==> src/include/mrsm_params.svh <==
// constants for the receive pin mux and strap capture block
// assumes a 25 MHz system clock and an Avalon-MM register slave
//
// Summary of operation
// - In MII mode each received nibble leaves on four data pins, index 0 the least significant bit.
// - Receive data pins 0 to 2 are sampled as the three-bit default operating mode strap.
// - In RMII mode receive data bits 2 and 3 are unused and only the low two carry data.
// - At reset release receive data pin 3 is sampled to pick the role of the shared pin.
// - A high or floating select strap makes the shared pin the active-low interrupt output.
// - A low select strap makes the shared pin the transmit error or symbol bit 4 input.
// - The receive error pin is asserted when an error is found in the frame being sent out.
// - In symbol mode the receive error pin carries bit 4 of the received five-bit group.
// - The MII or RMII selection is latched from its strap pin as internal reset ends.
// - Transmit error replaces the encoded word with the error group, ignored at 10 Mb/s.
`ifndef MRSM_PARAMS_SVH
`define MRSM_PARAMS_SVH

// -----------------------------------------------------------------
// register map, byte addresses
// -----------------------------------------------------------------
`define MRSM_ADDR_W 4
`define MRSM_REG_STATUS 4'h0
`define MRSM_REG_MASK 4'h4
`define MRSM_REG_STRAPS 4'h8
`define MRSM_REG_CONTROL 4'hc

// -----------------------------------------------------------------
// status and mask bit positions
// -----------------------------------------------------------------
`define MRSM_EVT_W 3
`define MRSM_EVT_STRAP 0
`define MRSM_EVT_RXERR 1
`define MRSM_EVT_TXERR 2

// -----------------------------------------------------------------
// strap register fields, control fields
// -----------------------------------------------------------------
`define MRSM_STRAP_MODE_LSB 0
`define MRSM_STRAP_IRQSEL 3
`define MRSM_STRAP_RMII 4
`define MRSM_STRAP_DONE 5
`define MRSM_CTRL_SYMBOL 0
`define MRSM_CTRL_SPEED10 1

// -----------------------------------------------------------------
// reset values and timing
// -----------------------------------------------------------------
`define MRSM_MASK_RESET 3'h0
`define MRSM_CTRL_RESET 2'h0
`define MRSM_TX_ERROR_GROUP 5'h04
`define MRSM_SYNC_STAGES 2
`define MRSM_SETTLE_CYCLES 3'h3

`endif

==> src/include/mrsm_pkg.sv <==
// types shared by the receive pin mux block
// assumes mrsm_params.svh supplies the numeric constants
package mrsm_pkg;
    // strap capture sequence after reset release
    typedef enum logic [1:0] {
        STRAP_SETTLE,
        STRAP_CAPTURE,
        STRAP_RUN
    } mrsm_strap_state_t;

    typedef logic [2:0] mrsm_mode_t;
endpackage

==> src/hw/mrsm_pin_mux.sv <==
// receive-side pin mux with shared strap capture and register slave
// assumes the receive core, transmit encoder and Avalon master run on clk_sys
`timescale 1ns/100ps
`include "mrsm_params.svh"
module mrsm_pin_mux
    import mrsm_pkg::*;
(
    input wire logic clk_sys,
    input wire logic rst_n,
    // avalon-mm slave
    input wire logic [`MRSM_ADDR_W-1:0] avsAddress,
    input wire logic avsRead,
    input wire logic avsWrite,
    input wire logic [31:0] avsWritedata,
    output logic [31:0] avsReaddata,
    output logic avsWaitrequest,
    output logic irq,
    // receive clock pin, sampled
    input wire logic rxClkPin,
    // receive core side
    input wire logic [3:0] rxNibble,
    input wire logic [4:0] rxSymbol,
    input wire logic rxFrameActive,
    input wire logic rxErrDetect,
    // receive data pins, also straps
    input wire logic [3:0] rxdPinIn,
    output logic [3:0] rxdPinOut,
    output logic [3:0] rxdPinOe,
    // receive error / symbol bit 4 pin
    output logic rxErrPinOut,
    output logic rxErrPinOe,
    // interface select strap pin
    input wire logic rmiiStrapPin,
    // shared interrupt / transmit error pin
    input wire logic sharedIrqTxerrPinIn,
    output logic sharedIrqTxerrPinOut,
    output logic sharedIrqTxerrPinOe,
    // transmit encoder side
    input wire logic [4:0] txCodeIn,
    output logic [4:0] txCodeOut,
    // latched straps for the rest of the device
    output mrsm_mode_t modeStrap,
    output logic rmiiMode,
    output logic irqPinSelectStrap
);
    // -----------------------------------------------------------------
    // pin synchronisers
    // -----------------------------------------------------------------
    logic [6:0] pinAsync;
    logic [6:0] pinSync;
    logic rxClkSync;
    logic [3:0] rxdSync;
    logic rmiiSync;
    logic sharedSync;

    assign pinAsync = {rxClkPin, sharedIrqTxerrPinIn, rmiiStrapPin, rxdPinIn};
    assign rxdSync = pinSync[3:0];
    assign rmiiSync = pinSync[4];
    assign sharedSync = pinSync[5];
    assign rxClkSync = pinSync[6];

    mrsm_sync #(
        .WIDTH(7)
    ) u_sync (
        .clk_sys(clk_sys),
        .rst_n(rst_n),
        .async(pinAsync),
        .synced(pinSync)
    );

    // -----------------------------------------------------------------
    // strap capture
    // -----------------------------------------------------------------
    mrsm_strap_state_t strapState;
    mrsm_strap_state_t next_strapState;
    logic [2:0] settleCnt;
    logic [2:0] next_settleCnt;
    mrsm_mode_t next_modeStrap;
    logic next_rmiiMode;
    logic next_irqPinSelectStrap;
    logic strapDone;
    logic strapEvent;

    // wait for the synchroniser to fill before trusting the pins
    always_comb begin
        next_strapState = strapState;
        next_settleCnt = settleCnt;
        next_modeStrap = modeStrap;
        next_rmiiMode = rmiiMode;
        next_irqPinSelectStrap = irqPinSelectStrap;
        strapEvent = 1'b0;
        case (strapState)
            STRAP_SETTLE: begin
                if (settleCnt == `MRSM_SETTLE_CYCLES) begin
                    next_strapState = STRAP_CAPTURE;
                end else begin
                    next_settleCnt = settleCnt + 3'h1;
                end
            end
            STRAP_CAPTURE: begin
                next_modeStrap = rxdSync[2:0];
                next_irqPinSelectStrap = rxdSync[3];
                next_rmiiMode = rmiiSync;
                strapEvent = 1'b1;
                next_strapState = STRAP_RUN;
            end
            STRAP_RUN: begin
                next_strapState = STRAP_RUN;
            end
            default: begin
                next_strapState = STRAP_SETTLE;
            end
        endcase
    end

    // captured once; later pin activity never reaches the straps
    always_ff @(posedge clk_sys or negedge rst_n) begin
        if (!rst_n) begin
            strapState <= STRAP_SETTLE;
            settleCnt <= 3'h0;
            modeStrap <= 3'h0;
            rmiiMode <= 1'b0;
            irqPinSelectStrap <= 1'b1;
        end else begin
            strapState <= next_strapState;
            settleCnt <= next_settleCnt;
            modeStrap <= next_modeStrap;
            rmiiMode <= next_rmiiMode;
            irqPinSelectStrap <= next_irqPinSelectStrap;
        end
    end

    assign strapDone = (strapState == STRAP_RUN);

    // -----------------------------------------------------------------
    // receive pin drive
    // -----------------------------------------------------------------
    logic [1:0] control;
    logic symbolMode;
    logic speed10;
    logic rxClkLast;
    logic rxClkFall;
    logic [3:0] next_rxdPinOut;
    logic next_rxErrPinOut;
    logic [3:0] bitUsed;

    assign symbolMode = control[`MRSM_CTRL_SYMBOL];
    assign speed10 = control[`MRSM_CTRL_SPEED10];
    assign rxClkFall = rxClkLast & ~rxClkSync;

    // update on the falling receive clock so data is steady at its rise
    always_comb begin
        next_rxdPinOut = rxdPinOut;
        next_rxErrPinOut = rxErrPinOut;
        if (!strapDone) begin
            next_rxdPinOut = 4'h0;
            next_rxErrPinOut = 1'b0;
        end else if (rxClkFall) begin
            if (symbolMode) begin
                next_rxdPinOut = rxSymbol[3:0];
                next_rxErrPinOut = rxSymbol[4];
            end else begin
                next_rxdPinOut = rxNibble;
                next_rxErrPinOut = rxFrameActive & rxErrDetect;
            end
            if (rmiiMode) begin
                next_rxdPinOut[3:2] = 2'h0;
            end
        end
    end

    always_ff @(posedge clk_sys or negedge rst_n) begin
        if (!rst_n) begin
            rxClkLast <= 1'b0;
            rxdPinOut <= 4'h0;
            rxErrPinOut <= 1'b0;
        end else begin
            rxClkLast <= rxClkSync;
            rxdPinOut <= next_rxdPinOut;
            rxErrPinOut <= next_rxErrPinOut;
        end
    end

    // per-bit enables; upper pair released in rmii mode
    genvar gi;
    generate
        for (gi = 0; gi < 4; gi++) begin : g_rxdOe
            assign bitUsed[gi] = (gi < 2) ? 1'b1 : ~rmiiMode;
            assign rxdPinOe[gi] = strapDone & bitUsed[gi];
        end
    endgenerate

    // the pin is undriven until strap capture ends; the pull-down in the mac model holds it low
    assign rxErrPinOe = strapDone;

    // -----------------------------------------------------------------
    // shared interrupt / transmit error pin
    // -----------------------------------------------------------------
    logic txErrActive;
    logic [4:0] next_txCodeOut;

    // open-drain style: pull low only while the interrupt is pending
    assign sharedIrqTxerrPinOut = 1'b0;
    assign sharedIrqTxerrPinOe = strapDone & irqPinSelectStrap & irq;

    // the pin is an input only when the strap chose it so
    assign txErrActive = strapDone & ~irqPinSelectStrap & sharedSync;

    // synced pin adds two cycles of latency against the encoder word
    always_comb begin
        next_txCodeOut = txCodeIn;
        if (strapDone && !irqPinSelectStrap && symbolMode) begin
            next_txCodeOut = {sharedSync, txCodeIn[3:0]};
        end else if (txErrActive && !speed10) begin
            next_txCodeOut = `MRSM_TX_ERROR_GROUP;
        end
    end

    always_ff @(posedge clk_sys or negedge rst_n) begin
        if (!rst_n) begin
            txCodeOut <= 5'h00;
        end else begin
            txCodeOut <= next_txCodeOut;
        end
    end

    // -----------------------------------------------------------------
    // register slave and interrupt
    // -----------------------------------------------------------------
    logic ack;
    logic next_ack;
    logic [`MRSM_EVT_W-1:0] status;
    logic [`MRSM_EVT_W-1:0] next_status;
    logic [`MRSM_EVT_W-1:0] mask;
    logic [`MRSM_EVT_W-1:0] next_mask;
    logic [1:0] next_control;
    logic [31:0] next_avsReaddata;
    logic [`MRSM_EVT_W-1:0] events;
    logic writeTaken;

    function automatic logic regHit(input logic [`MRSM_ADDR_W-1:0] addr,
                                    input logic [`MRSM_ADDR_W-1:0] offset);
        regHit = (addr == offset);
    endfunction

    // one wait cycle per access keeps read data registered
    assign avsWaitrequest = (avsRead | avsWrite) & ~ack;
    assign writeTaken = avsWrite & ack;

    always_comb begin
        events = '0;
        events[`MRSM_EVT_STRAP] = strapEvent;
        events[`MRSM_EVT_RXERR] = rxClkFall & rxFrameActive & rxErrDetect & ~symbolMode;
        events[`MRSM_EVT_TXERR] = txErrActive;
    end

    always_comb begin
        next_ack = (avsRead | avsWrite) & ~ack;
        next_status = status;
        next_mask = mask;
        next_control = control;
        next_avsReaddata = avsReaddata;
        if (writeTaken && regHit(avsAddress, `MRSM_REG_STATUS)) begin
            next_status = status & ~avsWritedata[`MRSM_EVT_W-1:0];
        end
        if (writeTaken && regHit(avsAddress, `MRSM_REG_MASK)) begin
            next_mask = avsWritedata[`MRSM_EVT_W-1:0];
        end
        if (writeTaken && regHit(avsAddress, `MRSM_REG_CONTROL)) begin
            next_control = avsWritedata[1:0];
        end
        // a new event beats a clear in the same cycle
        next_status = next_status | events;
        if (avsRead && !ack) begin
            next_avsReaddata = 32'h0;
            if (regHit(avsAddress, `MRSM_REG_STATUS)) begin
                next_avsReaddata[`MRSM_EVT_W-1:0] = status;
            end else if (regHit(avsAddress, `MRSM_REG_MASK)) begin
                next_avsReaddata[`MRSM_EVT_W-1:0] = mask;
            end else if (regHit(avsAddress, `MRSM_REG_STRAPS)) begin
                next_avsReaddata[2:0] = modeStrap;
                next_avsReaddata[`MRSM_STRAP_IRQSEL] = irqPinSelectStrap;
                next_avsReaddata[`MRSM_STRAP_RMII] = rmiiMode;
                next_avsReaddata[`MRSM_STRAP_DONE] = strapDone;
            end else if (regHit(avsAddress, `MRSM_REG_CONTROL)) begin
                next_avsReaddata[1:0] = control;
            end
        end
    end

    always_ff @(posedge clk_sys or negedge rst_n) begin
        if (!rst_n) begin
            ack <= 1'b0;
            status <= '0;
            mask <= `MRSM_MASK_RESET;
            control <= `MRSM_CTRL_RESET;
            avsReaddata <= 32'h0;
        end else begin
            ack <= next_ack;
            status <= next_status;
            mask <= next_mask;
            control <= next_control;
            avsReaddata <= next_avsReaddata;
        end
    end

    // level interrupt, also drives the shared pin when selected
    assign irq = |(status & mask);
endmodule

==> src/hw/mrsm_sync.sv <==
// two flip-flop level synchroniser, one bit per lane
// assumes its inputs are asynchronous to clk_sys
`timescale 1ns/100ps
module mrsm_sync #(
    parameter int WIDTH = 1
) (
    input wire logic clk_sys,
    input wire logic rst_n,
    input wire logic [WIDTH-1:0] async,
    output logic [WIDTH-1:0] synced
);
    logic [WIDTH-1:0] stage1;

    // first stage feeds only the second one
    always_ff @(posedge clk_sys or negedge rst_n) begin
        if (!rst_n) begin
            stage1 <= '0;
            synced <= '0;
        end else begin
            stage1 <= async;
            synced <= stage1;
        end
    end
endmodule

==> config.mk <==
export PLATFORM = sky130hd
export DESIGN_NAME = mrsm_pin_mux
export DESIGN_NICKNAME = d
export VERILOG_FILES = /design/src/include/mrsm_pkg.sv /design/src/hw/mrsm_pin_mux.sv /design/src/hw/mrsm_sync.sv
export VERILOG_INCLUDE_DIRS = /design/src /design/src/include
export SDC_FILE = /design/constraint.sdc
export NUM_CORES = 1
export LEC_CHECK = 0
export BUFFER_PORTS_ARGS = -buffer_cell sky130_fd_sc_hd__buf_2
export CELL_PAD_IN_SITES_DETAIL_PLACEMENT = 1
export CELL_PAD_IN_SITES_GLOBAL_PLACEMENT = 1
export CORE_AREA = 2 2 126 67
export CTS_BUF_LIST = sky130_fd_sc_hd__clkbuf_8
export DETAILED_ROUTE_END_ITERATION = 7
export DIE_AREA = 0 0 128 69
export PLACE_DENSITY = 0.76
export SKIP_CTS_REPAIR_TIMING = 1
export SLEW_MARGIN = 20
export SYNTH_ARGS = -nofsm -noshare
export SYNTH_HDL_FRONTEND = slang
export SYNTH_HIERARCHICAL = 1
export SYNTH_SLANG_ARGS = --single-unit
==> constraint.sdc <==
create_clock -name clk_sys -period 1.5 [get_ports clk_sys]
set_input_delay 0.3 -clock clk_sys [delete_from_list [all_inputs] [get_ports clk_sys]]
set_output_delay 0.3 -clock clk_sys [all_outputs]
set_load 0.05 [all_outputs]
==> metrics, run 1 <==
status finished with violations; violated checks setup timing; unrepaired setup endpoints after global routing yes; via count 1,501; VDD IR-drop max approximately 0.00042 V; Skew-Pair Late Insertion Delay between 0.3 and 0.4 ns; Worst-path clk slew 0.09 ns; async set-reset flop share out of synthesis 1.00; Avg WL per Cell 15.0 um; Post-Syn Area ~2200 um2; DIE AREA 8830 um2; CTS tree done; clock power share 0.324; Comb pwr share 0.248; ys flop type dfrtp_1; Setup CP Type register to primary output; Place WS -0.0688 ns; leak pwr 1.41 nW; Int Pwr 0.00246 W; final hold violation count 0; P&R area growth vs syn 29.5%; cell count after placement ~340; Vias/cell 4.25; Reg2Reg Setup Slack 0.09 ns; flops & latches, synth 50; clk sinks 50; nets@finish roughly 320; minimum clock period 1.83 ns; total core area 7710 um2; Hold Crit Class input port to register; Power Dens Cells 1250 nW/um2; Crit. End Element primary output; Die Ht 69 um; crit path launch type register; Post-synth EDFFs 0; DRT Wirelength 5300 um; Critical Path Stages 4; FF-to-FF End txCodeOut[3]; Fin Clk Skew 0.00857 ns; TritonCTS buffer count 5; initial DRC count 39; router iterations before antenna repair 4; Yosys warnings 6; Synth Instances about 180; crit path cell chain a222oi_1 > inv_2 > and3_4 > buf_8; post-layout instance area 2890 um2; vias in the first global route 1,593; CP max FO 3; first-pass GRT wire length 8280 um; Finished Layout Cells roughly 350; largest net degree at the start of global routing 19; CP max stage delay 0.40 ns; Total GRT Usage 0.124; sequential share of power 0.428; H-tree levels 2; FF-to-FF path depth 5; period utilization 1.22; Slew Limit Fails 0; CP required 1.20 ns; WP buf/inv 2; hold_sp rxdPinIn[3]; # diodes 0; GRT overflow 0; clk buf depth 2; Starting Density 0.290; fmax about 0.55 GHz; hold path cells 1; buffers added on ports 62; Worst Path Arrival about 1.5 ns; reg-to-reg startpoint strapState[0]; initial antenna violation count 0; Top delay family on crit path flip-flops; fraction of layout instances using a drive strength above 1 0.431; I/O pin count 119; hold slack final 0.0845 ns; Final ANT Viol Nets 0; final worst setup slack -0.329 ns; post-synthesis sequential area ratio 0.560; DIE WIDTH 128 um; Distinct cells, synth 38; Final setup viols 7; P_sw between 0.001 and 0.0015 W; Placed Area 2650 um2; Post-DP HPWL 4320 um; crit path capture sharedIrqTxerrPinOe; Max Cap Violations 0; Syn Area/Cell between 10 and 15 um2; GPL Wtd Cong 0.855; Sw Share 0.318; row count 23; Critical Path Slowest Stage Cell dfrtp_1; drt drc 0; clock tree root buffer cell clkbuf_8; beginning of the critical path mask[1]; Pwr Total 0.00361 W
[worst register-to-register path, delay by kind of cell, from the launching register on]
family	cells	cell delay [ns]
buffers and inverters	1	0.10
and+or+nand+nor	3	0.63
adders and majority gates	1	0.18
DFF	1	0.40
[cells in the final DEF, fill, tap and decap left out, types with 2 or more instances in the layout]
cell type,synthesis,final
and2_1,3,3
nand2b_1,4,4
ha_1,6,5
nor2_1,5,5
o211a_1,2,2
conb_1,1,27
bufinv_16,0,2
a21oi_1,2,2
a21boi_0,2,2
mux2_2,11,11
buf_8,0,5
mux4_2,2,2
inv_2,0,2
mux2i_1,4,4
nor2b_1,4,2
dfrtp_1,49,48
buf_4,30,12
nand3b_1,2,2
o21ai_0,6,6
buf_2,1,53
nand3_1,4,4
buf_12,0,2
or3_1,2,2
inv_1,5,3
clkbuf_8,0,6
buf_6,2,4
a22o_1,6,6
nand2_1,8,8
[metrics by stage]
stage / utilization / setup TNS (ns)
4_1_cts: 0.362 / -2.05
3_5_place_dp: 0.344 / -0.109
6_report: 0.375 / -1.24
2_1_floorplan: - / -0.214
5_1_grt: 0.375 / -1.70
3_3_place_gp: 0.344 / -0.0624
[cells by family after synthesis]
logic type / share of synthesized area
compound gates: 0.0806
xor+xnor: 0.00392
fa+ha+maj: 0.0336
buf+inv: 0.125
flops: 0.560
mux: 0.0935
other cells: 0.00168
simple gates: 0.101
[area by class of cell]
type	instances	area [um2]
well taps	100	125
inverters	5	18.8
clock buffers	6	82.6
multi-input cells	113	828
repair buffers	77	526
fillers	849	4820
flip-flops and latches	50	1250
clock inverters	2	60.1
[Yosys cell counts, types with 2 or more instances]
cell type / count / area share
a21boi_0: 2 / 0.0067
a21oi_1: 2 / 0.0045
a22o_1: 6 / 0.024
and2_1: 3 / 0.0084
buf_4: 30 / 0.10
buf_6: 2 / 0.010
clkbuf_1: 2 / 0.0034
dfrtp_1: 49 / 0.55
ha_1: 6 / 0.034
inv_1: 5 / 0.0084
mux2_2: 11 / 0.055
mux2i_1: 4 / 0.018
mux4_2: 2 / 0.020
nand2_1: 8 / 0.013
nand2b_1: 4 / 0.011
nand3_1: 4 / 0.0090
nand3b_1: 2 / 0.0067
nor2_1: 5 / 0.0084
nor2b_1: 4 / 0.011
o211a_1: 2 / 0.0090
o21ai_0: 6 / 0.013
or3_1: 2 / 0.0056
[worst min-delay path by stage]
stage                             endpoint  slack (ns)
final                     u_sync/stage1[3]        0.08
after global routing      u_sync/stage1[4]        0.07
after CTS                 u_sync/stage1[5]       -0.11
after detailed placement  u_sync/stage1[5]        0.25
after global placement        txCodeOut[3]        0.24
after floorplan                        ack       0.004
[metal layers]
metal,GRT usage,part of all wire,vias to the layer above
li1,-,-,702
met5,0,0,-
met2,0.193,0.43,54
met1,0.166,0.48,739
met3,0.0450,0.074,6
met4,0.0256,0.0091,0
[flip-flops by register name, summed over array words and instances (netlist names), 2 cells and up]
| register | flops |
|---|---|
| u_sync/stage1 | 7 |
| u_sync/synced | 7 |
| avsReaddata | 6 |
| txCodeOut | 5 |
| rxdPinOut | 4 |
| mask | 3 |
| modeStrap | 3 |
| settleCnt | 3 |
| status | 3 |
| control | 2 |
| strapState | 2 |
[power by group through the flow]
stage | combinational (W) | sequential, W | clock (W)
after global routing | 0.000945 | 0.00156 | 0.00126
after CTS | 0.000857 | 0.00154 | 0.00120
final | 0.000894 | 0.00154 | 0.00117
after floorplan | 0.000494 | 0.00171 | 0
after global placement | 0.000834 | 0.00156 | 0
after detailed placement | 0.000856 | 0.00157 | 0
Note: power is estimated with default switching activity, not from simulation.
==> run 2: changes to the inputs <==
--- a/config.mk
+++ b/config.mk
@@ -13,7 +13,9 @@
 export CTS_BUF_LIST = sky130_fd_sc_hd__clkbuf_8
 export DETAILED_ROUTE_END_ITERATION = 7
 export DIE_AREA = 0 0 128 69
+export HOLD_SLACK_MARGIN = 0.15
 export PLACE_DENSITY = 0.76
+export SETUP_SLACK_MARGIN = 0.15
 export SKIP_CTS_REPAIR_TIMING = 1
 export SLEW_MARGIN = 20
 export SYNTH_ARGS = -nofsm -noshare
==> metrics, run 2 (synthesized netlist as in run 1, its figures left out) <==
nets@finish 331 (was 321); GRT overflow 0 (unchanged); Top delay family on crit path compound AO/OA/AOI/OAI gates (was flip-flops); DIE WIDTH 128 um (unchanged); fmax 0.538 GHz (was 0.547 GHz); final hold violation count 0 (unchanged); initial antenna violation count 0 (unchanged); Critical Path Slowest Stage Cell a222oi_1 (was dfrtp_1); unrepaired setup endpoints after global routing yes (unchanged); hold slack final 0.180 ns (was 0.0845 ns); final worst setup slack -0.357 ns (was -0.329 ns); final core utilization 0.387 (was 0.375); Avg WL per Cell 15.4 um (was 15.0 um); FF-to-FF End txCodeOut[0] (was txCodeOut[3]); Final setup viols 7 (unchanged); Vias/cell 4.31 (was 4.25); crit path cell chain a222oi_1 > inv_2 > and3_4 > buf_8 (unchanged); CP max stage delay 0.42 ns (was 0.40 ns); initial DRC count 28 (was 39); TritonCTS buffer count 5 (unchanged); Place WS -0.0800 ns (was -0.0688 ns); reg-to-reg startpoint strapState[0] (unchanged); Slew Limit Fails 0 (unchanged); violated checks setup timing (unchanged); DIE AREA 8830 um2 (unchanged); router iterations before antenna repair 4 (unchanged); Post-DP HPWL 4040 um (was 4320 um); Fill cells 847 (was 849); most frequent cells in the layout buf_2, dfrtp_1, conb_1 (unchanged); Worst-path clk slew 0.09 ns (about the same); Skew-Pair Late Insertion Delay 0.30 ns (was 0.31 ns); largest net degree at the start of global routing 51 (was 19); first-pass GRT wire length 8290 um (was 8280 um); GPL Wtd Cong 0.836 (was 0.855); period utilization 1.24 (was 1.22); Setup CP Type register to primary output (unchanged); VDD IR-drop max 0.000366 V (was 0.000422 V); post-layout instance area 2990 um2 (was 2890 um2); TNS Setup -1.04 ns (was -1.24 ns); via count 1,565 (was 1,501); clock tree root buffer cell clkbuf_8 (unchanged); Top Registers u_sync/stage1: 7 flops, u_sync/synced: 7 flops, avsReaddata: 6 flops (unchanged); clk buf depth 2 (unchanged); Placed Area 2620 um2 (was 2650 um2); hold path cells 2 (was 1); Total GRT Usage 0.124 (about the same); crit path launch type register (unchanged); Power Dens Cells 1090 nW/um2 (was 1250 nW/um2); leak pwr 1.46 nW (was 1.41 nW); Worst Path Arrival 1.56 ns (was 1.53 ns); CP max FO 2 (was 3); CP required 1.20 ns (about the same); Crit. End Element primary output (unchanged); Max Cap Violations 0 (unchanged); minimum clock period 1.86 ns (was 1.83 ns); drt drc 0 (unchanged); I/O pin count 119 (unchanged); FF-to-FF path depth 5 (unchanged); Hold Crit Class input port to register (unchanged); worst hold path endpoint txCodeOut[2] (was u_sync/stage1[3]); row count 23 (unchanged); # diodes 0 (unchanged); vias in the first global route 1,540 (was 1,593); clk sinks 50 (unchanged); CTS tree done (unchanged); buffers added on ports 62 (unchanged); hold_sp txCodeIn[2] (was rxdPinIn[3]); WP buf/inv 2 (unchanged); status finished with violations (unchanged); Fin Clk Skew 0.00556 ns (was 0.00857 ns); fraction of layout instances using a drive strength above 1 0.460 (was 0.431); Starting Density 0.290 (unchanged); Die Ht 69 um (unchanged); Final ANT Viol Nets 0 (unchanged); most common cell after layout, fill and taps aside buf_2 (unchanged); Reg2Reg Setup Slack 0.14 ns (was 0.09 ns); DRT Wirelength 5580 um (was 5300 um); P&R area growth vs syn 33.7% (was 29.5%); H-tree levels 2 (unchanged); total core area 7710 um2 (unchanged)
==> run 2: cell type report <==
class	count	area (um2)	area share
repair buffers	87	609	0.204
flip-flops and latches	50	1260	0.421
inverters	5	18.8	0.00628
multi-input cells	113	887	0.297
clock inverters	2	7.51	0.00251
well taps	100	125	0.0419
clock buffers	6	82.6	0.0276
==> run 2: worst register-to-register path, cell delays in order, from the launching register on <==
cell and delay (ns):
dfrtp_1 0.40, inv_2 0.08, ha_4 0.19, nor2b_4 0.19, nand3b_1 0.20, and2_1 0.20
==> run 2: layer usage <==
metal  GRT usage  part of all wire  up-vias
li1            -                 -      719
met1       0.174              0.47      780
met2       0.176              0.45       59
met3      0.0497             0.072        7
met4      0.0342            0.0097        0
met5           0                 0        -
==> run 2: power breakdown <==
group / switching [W] / internal [W] / leakage [nW]
combinational: 0.000623 / 0.000297 / 0.815
clock: 0.000435 / 0.000363 / 0.0538
sequential: 0.0000725 / 0.00146 / 0.589
==> run 2: how the worst max path moves through the flow <==
stage,from,endpoint,cells after the start
global route,mask[1],sharedIrqTxerrPinOe,4
CTS,status[1],sharedIrqTxerrPinOe,4
finish,mask[1],sharedIrqTxerrPinOe,4
global placement,status[1],sharedIrqTxerrPinOe,4
detailed placement,status[1],sharedIrqTxerrPinOe,4
floorplan,strapState[0],rxdPinOe[3],4
==> run 2: per-stage QoR <==
stage | total power, W | cells
4_1_cts | 0.00322 | 347
6_report | 0.00325 | 363
5_1_grt | 0.00341 | 363
3_3_place_gp | 0.00238 | 339
3_5_place_dp | 0.00241 | 339
2_1_floorplan | 0.00221 | 203
